**src/ctsr_regs.vh**
```
// Register map, field positions and reset values of the collision,
// transmit-length, bit-rate and converter register slice.
// Assumes a 32-bit AXI4-Lite bus with one register per word.
`ifndef CTSR_REGS_VH
`define CTSR_REGS_VH
// Printed offsets are register indices; byte address is index * 4
`define CTSR_IDX_COLL 8'h1C
`define CTSR_IDX_TXHI 8'h1D
`define CTSR_IDX_TXLO 8'h1E
`define CTSR_IDX_RATE 8'h1F
`define CTSR_IDX_ADC 8'h20
`define CTSR_IDX_IRQSTAT 8'h30
`define CTSR_IDX_IRQMASK 8'h31
`define CTSR_IDX_CTRL 8'h32
`define CTSR_RESET_BYTE 8'h00
// Collision register fields
`define CTSR_COLL_BYTE_HI 7
`define CTSR_COLL_BYTE_LO 4
`define CTSR_COLL_BIT_HI 3
`define CTSR_COLL_BIT_LO 1
`define CTSR_COLL_PAR 0
// Longest frame the collision register covers, in full bytes
`define CTSR_ANTICOLL_MAX_BYTES 4'h6
// Interrupt status bits
`define CTSR_IRQ_COLL 0
`define CTSR_IRQ_PAR 1
`define CTSR_IRQ_RATE 2
`define CTSR_IRQ_ADC 3
`define CTSR_IRQ_W 4
// Control register bits
`define CTSR_CTRL_ANCTL 0
`define CTSR_CTRL_IDLE 1
`define CTSR_RESP_OKAY 2'b00
`define CTSR_RESP_SLVERR 2'b10
`endif

```
**src/ctsr_regs_top.v**
```verilog
// Collision display, transmit length, bit-rate and converter registers
// behind an AXI4-Lite slave, with a sticky interrupt status and mask.
// Assumes framing, receiver and converter logic drive the event inputs
// synchronous to clk; setDefault is a one-cycle pulse.
//
// How it works
// - Collision register bits 7:4 hold full bytes
// - Bits 3:1 hold bits before collision
// - Bit 0 flags collision on parity bit
// - Longer frames leave collision register unchanged
// - Status registers clear at reset, set-default
// - Byte count is 13 bits over two registers
// - Up to 8191 complete bytes per command
// - Low three bits count split-byte bits
// - Split final byte sent without parity
// - Parity interrupt on WUPA when misconfigured
// - Length registers reset zero, read-write
// - Detected bit rate in bits 7:4
// - Last converter result readable
//
// Design decision made here: register access over AXI4-Lite.
`timescale 1ns/1ps
`include "ctsr_regs.vh"
module ctsr_regs_top (
  input wire clk,
  input wire rst_b,
  // AXI4-Lite write address
  input wire [7:0] awaddr,
  input wire awvalid,
  output reg awready,
  // Write data
  input wire [31:0] wdata,
  input wire [3:0] wstrb,
  input wire wvalid,
  output reg wready,
  // Write response
  output reg [1:0] bresp,
  output reg bvalid,
  input wire bready,
  // Read address
  input wire [7:0] araddr,
  input wire arvalid,
  output reg arready,
  // Read data
  output reg [31:0] rdata,
  output reg [1:0] rresp,
  output reg rvalid,
  input wire rready,
  // Set-default command pulse
  input wire setDefault,
  // Receive side collision reporting
  input wire rxFrameStart,
  input wire collisionSeen,
  input wire [3:0] collisionByte,
  input wire [2:0] collisionBit,
  input wire collisionOnParity,
  // Bit-rate detection and converter results
  input wire rateValid,
  input wire [3:0] rateCode,
  input wire adcValid,
  input wire [7:0] adcResult,
  // WUPA direct command pulse
  input wire wupaCommand,
  // Transmit length towards the framer
  output reg [12:0] txByteCount,
  output reg [2:0] txSplitBits,
  output reg txParityEnable,
  output reg irq
);

  // Software-visible register contents
  reg [7:0] collisionPosition;
  reg [7:0] txByteCountHigh;
  reg [7:0] txByteCountLowBits;
  reg [3:0] detectedBitRate;
  reg [7:0] converterResult;

  // Interrupt and control state
  reg [`CTSR_IRQ_W-1:0] irqStatus;
  reg [`CTSR_IRQ_W-1:0] irqMask;
  reg [1:0] ctrl;

  // Set by the first collision, cleared by a new frame
  reg collisionTaken;

  // Write channel holding registers; either half may arrive first
  reg awHeld;
  reg wHeld;
  reg [7:0] awIdx;
  reg [31:0] wHeldData;
  reg [3:0] wHeldStrb;

  // Read mux result, registered on the address handshake
  reg [31:0] next_rdata;
  reg next_rerr;

  // Per-cycle event and clear vectors for the sticky status
  reg [`CTSR_IRQ_W-1:0] irqEvents;
  reg [`CTSR_IRQ_W-1:0] irqClear;

  // One-hot write enables from the write address decode
  reg wrTxHi;
  reg wrTxLo;
  reg wrStat;
  reg wrMask;
  reg wrCtrl;
  reg wrErr;

  // Decoded indices and qualifiers
  wire [7:0] arIdx;
  wire doWrite;
  wire recordCollision;
  wire parityConfigError;
  wire [`CTSR_IRQ_W-1:0] next_irqStatus;

  // Word index from the byte address; low two bits ignored, so
  // unaligned addresses alias onto the word below them
  assign arIdx = {2'b00, araddr[7:2]};
  // Write commits once both halves are held and no response pends
  assign doWrite = awHeld && wHeld && !bvalid;
  // First collision of the frame and within anticollision range
  assign recordCollision = collisionSeen && !collisionTaken &&
    (collisionByte <= `CTSR_ANTICOLL_MAX_BYTES);
  // Split-byte count on an idle card with anticollision set
  assign parityConfigError = wupaCommand && ctrl[`CTSR_CTRL_ANCTL] &&
    ctrl[`CTSR_CTRL_IDLE] && (txByteCountLowBits[2:0] != 3'b000);

  // Write address decode; only byte lane 0 carries register data,
  // so a write without wstrb[0] completes but changes nothing
  always @* begin
    wrTxHi = 1'b0;
    wrTxLo = 1'b0;
    wrStat = 1'b0;
    wrMask = 1'b0;
    wrCtrl = 1'b0;
    wrErr = 1'b0;
    if (awIdx == `CTSR_IDX_TXHI) begin
      wrTxHi = doWrite && wHeldStrb[0];
    end else if (awIdx == `CTSR_IDX_TXLO) begin
      wrTxLo = doWrite && wHeldStrb[0];
    end else if (awIdx == `CTSR_IDX_IRQSTAT) begin
      wrStat = doWrite && wHeldStrb[0];
    end else if (awIdx == `CTSR_IDX_IRQMASK) begin
      wrMask = doWrite && wHeldStrb[0];
    end else if (awIdx == `CTSR_IDX_CTRL) begin
      wrCtrl = doWrite && wHeldStrb[0];
    end else if (awIdx == `CTSR_IDX_COLL || awIdx == `CTSR_IDX_RATE ||
        awIdx == `CTSR_IDX_ADC) begin
      wrErr = 1'b0; // Read-only: write ignored, OKAY
    end else begin
      wrErr = 1'b1;
    end
  end

  // Read address decode; upper bits read as zero
  // A refused read returns zero data so nothing stale leaks out
  always @* begin
    next_rdata = 32'h0000_0000;
    next_rerr = 1'b0;
    if (arIdx == `CTSR_IDX_COLL) begin
      next_rdata[7:0] = collisionPosition;
    end else if (arIdx == `CTSR_IDX_TXHI) begin
      next_rdata[7:0] = txByteCountHigh;
    end else if (arIdx == `CTSR_IDX_TXLO) begin
      next_rdata[7:0] = txByteCountLowBits;
    end else if (arIdx == `CTSR_IDX_RATE) begin
      next_rdata[7:0] = {detectedBitRate, 4'h0};
    end else if (arIdx == `CTSR_IDX_ADC) begin
      next_rdata[7:0] = converterResult;
    end else if (arIdx == `CTSR_IDX_IRQSTAT) begin
      next_rdata[`CTSR_IRQ_W-1:0] = irqStatus;
    end else if (arIdx == `CTSR_IDX_IRQMASK) begin
      next_rdata[`CTSR_IRQ_W-1:0] = irqMask;
    end else if (arIdx == `CTSR_IDX_CTRL) begin
      next_rdata[1:0] = ctrl;
    end else begin
      next_rerr = 1'b1;
    end
  end

  // Write channel: address and data accepted in either order
  // The readies toggle while idle; a master that holds valid is
  // taken within two cycles, and nothing new is taken while held
  always @(posedge clk or negedge rst_b) begin
    if (!rst_b) begin
      awready <= 1'b0;
      wready <= 1'b0;
      awHeld <= 1'b0;
      wHeld <= 1'b0;
      awIdx <= 8'h00;
      wHeldData <= 32'h0000_0000;
      wHeldStrb <= 4'h0;
      bvalid <= 1'b0;
      bresp <= `CTSR_RESP_OKAY;
    end else begin
      awready <= !awHeld && !awready;
      wready <= !wHeld && !wready;
      if (awvalid && awready) begin
        awHeld <= 1'b1;
        awIdx <= {2'b00, awaddr[7:2]};
        awready <= 1'b0;
      end
      if (wvalid && wready) begin
        wHeld <= 1'b1;
        wHeldData <= wdata;
        wHeldStrb <= wstrb;
        wready <= 1'b0;
      end
      if (doWrite) begin
        awHeld <= 1'b0;
        wHeld <= 1'b0;
        bvalid <= 1'b1;
        bresp <= wrErr ? `CTSR_RESP_SLVERR : `CTSR_RESP_OKAY;
      end else if (bvalid && bready) begin
        bvalid <= 1'b0;
      end
    end
  end

  // Read channel: one outstanding read, answer one cycle after address
  // Data is captured at the handshake, so a later register update
  // cannot change an answer that is already standing
  always @(posedge clk or negedge rst_b) begin
    if (!rst_b) begin
      arready <= 1'b0;
      rvalid <= 1'b0;
      rdata <= 32'h0000_0000;
      rresp <= `CTSR_RESP_OKAY;
    end else begin
      arready <= !rvalid && !arready && !(arvalid && arready);
      if (arvalid && arready) begin
        arready <= 1'b0;
        rvalid <= 1'b1;
        rdata <= next_rdata;
        rresp <= next_rerr ? `CTSR_RESP_SLVERR : `CTSR_RESP_OKAY;
      end else if (rvalid && rready) begin
        rvalid <= 1'b0;
      end
    end
  end

  // Transmit length registers; set-default wins over a write
  // The two halves are written separately, so the framer can see a
  // mixed count between the writes; software writes both before use
  always @(posedge clk or negedge rst_b) begin
    if (!rst_b) begin
      txByteCountHigh <= `CTSR_RESET_BYTE;
      txByteCountLowBits <= `CTSR_RESET_BYTE;
    end else if (setDefault) begin
      txByteCountHigh <= `CTSR_RESET_BYTE;
      txByteCountLowBits <= `CTSR_RESET_BYTE;
    end else begin
      if (wrTxHi) begin
        txByteCountHigh <= wHeldData[7:0];
      end
      if (wrTxLo) begin
        txByteCountLowBits <= wHeldData[7:0];
      end
    end
  end

  // Length outputs registered so the framer sees a settled value;
  // 13 bits cover the 8191-byte ceiling exactly
  always @(posedge clk or negedge rst_b) begin
    if (!rst_b) begin
      txByteCount <= 13'h0000;
      txSplitBits <= 3'b000;
      txParityEnable <= 1'b1;
    end else begin
      txByteCount <= {txByteCountHigh, txByteCountLowBits[7:3]};
      txSplitBits <= txByteCountLowBits[2:0];
      // A split last byte means bit-oriented frame: no parity
      txParityEnable <= (txByteCountLowBits[2:0] == 3'b000);
    end
  end

  // Collision position, captured once per frame
  // A frame start in the same cycle as a collision rearms capture and keeps
  // that collision out of the register, though its interrupt sets if capture was already armed;
  // the receiver never issues both at once
  // An out-of-range collision still counts as the first one
  always @(posedge clk or negedge rst_b) begin
    if (!rst_b) begin
      collisionPosition <= `CTSR_RESET_BYTE;
      collisionTaken <= 1'b0;
    end else if (setDefault) begin
      collisionPosition <= `CTSR_RESET_BYTE;
      collisionTaken <= 1'b0;
    end else if (rxFrameStart) begin
      collisionTaken <= 1'b0;
    end else begin
      if (collisionSeen) begin
        collisionTaken <= 1'b1;
      end
      if (recordCollision) begin
        collisionPosition[`CTSR_COLL_BYTE_HI:`CTSR_COLL_BYTE_LO] <=
          collisionByte;
        collisionPosition[`CTSR_COLL_BIT_HI:`CTSR_COLL_BIT_LO] <=
          collisionBit;
        collisionPosition[`CTSR_COLL_PAR] <= collisionOnParity;
      end
    end
  end

  // Bit-rate and converter result registers
  // Each holds its last value until the next valid pulse or set-default
  always @(posedge clk or negedge rst_b) begin
    if (!rst_b) begin
      detectedBitRate <= 4'h0;
      converterResult <= `CTSR_RESET_BYTE;
    end else if (setDefault) begin
      detectedBitRate <= 4'h0;
      converterResult <= `CTSR_RESET_BYTE;
    end else begin
      if (rateValid) begin
        detectedBitRate <= rateCode;
      end
      if (adcValid) begin
        converterResult <= adcResult;
      end
    end
  end

  // Interrupt events; parity error on a first collision at the parity bit or WUPA misconfiguration
  always @* begin
    irqEvents = {`CTSR_IRQ_W{1'b0}};
    irqEvents[`CTSR_IRQ_COLL] = recordCollision;
    irqEvents[`CTSR_IRQ_PAR] = (recordCollision && collisionOnParity) ||
      parityConfigError;
    irqEvents[`CTSR_IRQ_RATE] = rateValid;
    irqEvents[`CTSR_IRQ_ADC] = adcValid;
    irqClear = wrStat ? wHeldData[`CTSR_IRQ_W-1:0] : {`CTSR_IRQ_W{1'b0}};
  end

  // Status value after this cycle's events and clears
  assign next_irqStatus = (irqStatus & ~irqClear) | irqEvents;

  // Sticky status per bit, write one to clear
  // A new event beats the clear so no event is ever lost
  genvar g;
  generate
    for (g = 0; g < `CTSR_IRQ_W; g = g + 1) begin : gen_irq_bit
      always @(posedge clk or negedge rst_b) begin
        if (!rst_b) begin
          irqStatus[g] <= 1'b0;
        end else if (irqEvents[g]) begin
          irqStatus[g] <= 1'b1;
        end else if (irqClear[g]) begin
          irqStatus[g] <= 1'b0;
        end
      end
    end
  endgenerate

  // Mask, control and the registered interrupt line
  // Status and mask survive set-default; only control clears
  always @(posedge clk or negedge rst_b) begin
    if (!rst_b) begin
      irqMask <= {`CTSR_IRQ_W{1'b0}};
      ctrl <= 2'b00;
      irq <= 1'b0;
    end else begin
      if (wrMask) begin
        irqMask <= wHeldData[`CTSR_IRQ_W-1:0];
      end
      if (setDefault) begin
        ctrl <= 2'b00;
      end else if (wrCtrl) begin
        ctrl <= wHeldData[1:0];
      end
      // Mask bit high enables the source
      // Built from the next status so irq tracks it without lag
      irq <= |(next_irqStatus & irqMask);
    end
  end

endmodule

```
**config.mk**
```make
export PLATFORM = sky130hd
export DESIGN_NAME = ctsr_regs_top
export DESIGN_NICKNAME = d
export VERILOG_FILES = /design/src/ctsr_regs_top.v
export VERILOG_INCLUDE_DIRS = /design/src /design/src/src
export SDC_FILE = /design/constraint.sdc
export NUM_CORES = 1
export LEC_CHECK = 0
export BUFFER_PORTS_ARGS = -buffer_cell sky130_fd_sc_hd__buf_2
export CORE_UTILIZATION = 50
export DETAILED_ROUTE_END_ITERATION = 16
export PLACE_DENSITY = 0.78
export SLEW_MARGIN = 20
export SYNTH_ARGS = -nofsm -noshare
export SYNTH_HDL_FRONTEND = slang
export SYNTH_SLANG_ARGS = --single-unit
```
**constraint.sdc**
```tcl
create_clock -name clk -period 2.8 [get_ports clk]
set_input_delay 0.28 -clock clk [delete_from_list [all_inputs] [get_ports clk]]
set_output_delay 0.28 -clock clk [all_outputs]
set_load 0.005 [all_outputs]
```
==> metrics.md <==
| Metric | Value |
|---|---|
| Status | finished, final reports clean |
| FP Rows | 33 |
| Largest family of logic cells by synthesized area | multiplexers |
| Num CTS Buffers | 9 |
| Core Region | 0.008299 mm² |
| Minimum clock period | 2125 ps |
| Hold path start | rxFrameStart |
| R2r setup slk | 680 ps |
| Die extent in y | 95.09 µm |
| RSZ-0062 raised after global routing | no |
| Final setup fails | 0 |
| Die Wd | 95.09 µm |
| Total negative slack | 0 ps |
| Xor and xnor fraction of the mapped netlist area | 0% |
| Synth top area share | 55.44% |
| Fin worst setup slack | 675.1 ps |
| Peak supply drop | 0.5111 mV |
| CTS sink count | 97 |
| Clk buf depth | 2 |
| Crit Path Category | flop to flop |
| Die area | 0.009042 mm² |
| Area after DPL | 0.004778 mm² |
| Crit path DAT | 2350 ps |
| DRT antenna net count | 0 |
| Unique masters post-synth | 45 |
| Hold path depth | 2 |
| CTS tree | yes |
| GRT Total Usage | 21.86% |
| FF-to-FF End | irq$_DFF_PN0_ |
| Vias in the first global route | 2951 |
| Compound-Gate Fraction of Synth Area | 7.335% |
| Post-Syn Area | 0.004333 mm² |
| Adder-cell share of the synthesized area | 0.2310% |
| Postcts setup bufs | 0 |
| Worst path cell trace | or4b_4, nor4_2, o22ai_1, or4_1 |
| N_diodes | 0 |
| Detailed Routing Iterations Pass 1 | 4 |
| Initial antenna violation count | 0 |
| Leak Pwr | 2.459 nW |
| Via count | 3080 |
| Final RePlAce weighted congestion | 0.8600 |
| IO Port Bufs | 86 |
| Synthesized flop and latch total | 97 |
| Share of cells above drive strength 1 | 28.27% |
| Final hold violation count | 0 |
| Leading post-synthesis cells by cell area | dfrtp_1 55%, mux2i_1 9.5%, nor2_1 4.8%, buf_4 4.5%, mux2_2 3.9% |
| Critical Path RT | 3020 ps |
| Synth Instances | 376 |
| Worst Skew | 12.29 ps |
| Reg2reg start | awIdx[1]$_DFFE_PN0P_ |
| Final Util | 61.03% |
| Drt drc | 0 |
| Worst R2R Path Depth | 4 |
| Worst skew pair latency | 360 ps |
| Setup WS pre-CTS | 689.2 ps |
| F_max | 470.6 MHz |
| Critical path fanouts, max | 5 |
| Largest net degree at the start of global routing | 51 |
| P per Cell Area | 732.4 mW/mm² |
| Initial Util | 52.21% |
| GR Overflow Total | 0 |
| Mean Syn Cell Area | 11.52 µm² |
| Crit end category | flop |
| Element type at the critical path start | flop |
| Slew margin rel. | 50.53% |
| Root Driver | clkbuf_8 |
| Worst-case hold path end point | collisionTaken$_DFFE_PN0P_ |
| Min Hold Slack | 74.79 ps |
| Yosys warnings | 0 |
| Wire per inst | 16.14 µm |
| Final WL | 9234 µm |
| H-tree Lvls | 3 |
| # Max-Cap Violations | 0 |
| Final worst-path cycle share | 75.89% |
| I/O Pins | 144 |
| Slowest Stage Delay on Critical Path | 610 ps |
| Clock slew at reported path FFs | 100 ps |
| 1st-iter DRT viols | 163 |
| Slowest library cell on the worst path | or4b_4 |
| Slew at the pin with the worst max-slew slack | 742.1 ps |
| First-pass GRT wire length | 14640 µm |
| Synth area leader | dfrtp_1 |
| Post-synthesis sequential area ratio | 56.05% |
| Final instance area | 0.005065 mm² |
| Vias per cell | 5.385 |
| Fin nets | 547 |
| Filler cells | 690 |
| HPWL after DPL | 6473 µm |
| Hold WC Path Type | primary input to flop |
| Mux cell area share after synthesis | 15.45% |
| Simple-gate share of the synthesized area | 14.01% |
| Final Max Slew Viols | 0 |
| P&R area growth vs syn | 16.89% |
## worst max-delay path, delay by kind of cell, from the launching register on
family	cells	cell delay, ps
flip-flops	1	450
AO/OA/AOI/OAI	1	120
AND/OR/NAND/NOR	3	1430
## cells in the final DEF, fill, tap and decap left out, types with 2 or more instances in the layout
cell type and instances:
o21ai_0 12, mux2i_1 41, a221oi_1 9, o21ai_1 7, conb_1 26, a311oi_1 2
nor3_2 2, nor4_2 3, mux4_2 3, or4_1 2, nand2_1 18, o31ai_1 2
nor3_1 4, buf_2 85, nor3b_1 2, nor2_1 55, nand3_1 3, inv_1 13
and2_1 3, a2bb2oi_1 2, mux2_1 2, nand2b_1 9, bufinv_16 4, a21oi_1 7
buf_4 3, and4b_1 2, o22ai_1 3, clkbuf_8 11, dfrtp_1 96, mux2_2 15
nand4b_1 3
## how the worst max path moves through the flow
stage	startpoint	to	slack, ps	cells past startpoint
3_5_place_dp	awIdx[1]$_DFFE_PN0P_	irq$_DFF_PN0_	690	4
5_1_grt	awIdx[1]$_DFFE_PN0P_	irq$_DFF_PN0_	580	4
2_1_floorplan	awIdx[1]$_DFFE_PN0P_	irq$_DFF_PN0_	830	4
3_3_place_gp	awIdx[1]$_DFFE_PN0P_	irq$_DFF_PN0_	720	4
6_report	awIdx[1]$_DFFE_PN0P_	irq$_DFF_PN0_	680	4
4_1_cts	awIdx[1]$_DFFE_PN0P_	irq$_DFF_PN0_	670	4
## logic make-up (layout without fill, tap and decap cells)
kind of cell               count (synthesis)  after routing
other                                      1             26
and+or+nand+nor                          114            114
buffers and inverters                     53            119
DFF                                       97             97
adders and majority gates                  1              1
muxes                                     61             61
AOI/OAI and AO/OA                         49             49
## what timing repair did
| action | 4_1_cts | 5_1_grt |
|---|---|---|
| gates resized for setup | 0 | 0 |
| hold endpoints to repair | 47 | 0 |
| setup endpoints to repair | 0 | 0 |
| hold buffers | 1 | 0 |
## synth_stat cells (all sizes together)
cell type and instances:
a311oi 2, dfrtp 96, nand4b 4, a21oi 7, or3 1, mux2i 41, mux4 3, dfstp 1
clkbuf 13, mux2 17, o22ai 3, nor4 4, nor2 55, o31ai 2, o41ai 1, a221oi 9
a21o 1, a31oi 1, conb 1, buf 27, nor3 6, inv 13, nand2b 9, or4bb 1
or4b 1, or4 2, nand2 18, o21ai 19, nor3b 2, and3 1, nand4 1, a21boi 1
and2 3, a21bo 1, nand3 3, maj3 1, and4b 2, a2bb2oi 2, or3b 1
## state kept, by name (all words and copies together) (netlist names), 2 cells and up
signal              count
ctrl                    2
awIdx                   6
txSplitBits             3
txByteCountHigh         8
txByteCountLowBits      8
txByteCount            13
irqMask                 4
wHeldData               8
collisionPosition       8
converterResult         8
irqStatus               4
detectedBitRate         4
rdata                   8
## report_power, final
part	switching (W)	leakage, nW	internal (W)
Combinational	0.000340	1.05	0.000324
Clock	0.000474	0.140	0.000731
Sequential	0.000213	1.27	0.00163
## per-layer routing
layer | part of all wire [%] | track usage (%) | vias up
li1 | - | - | 1437
met1 | 45 | 29.77 | 1512
met2 | 48 | 35.30 | 120
met3 | 5.7 | 3.270 | 11
met4 | 1.4 | 8.586 | 0
met5 | 0 | 0 | -
## area by class of cell
class                   count  area [µm²]  area share [%]
clock buffers              11       151.4           2.989
clock inverters             5       125.1           2.470
inverters                  13       48.80          0.9634
multi-input cells         251        1702           33.60
flip-flops and latches     97        2429           47.95
well taps                 105       131.4           2.594
repair buffers             90       478.0           9.437
## stage by stage
step	cells	total power, W
2_1_floorplan	401	0.002279
3_5_place_dp	555	0.002527
6_report	572	0.003709
4_1_cts	572	0.003727
5_1_grt	572	0.003894
3_3_place_gp	555	0.002492
Note: power is estimated with default switching activity, not from simulation.
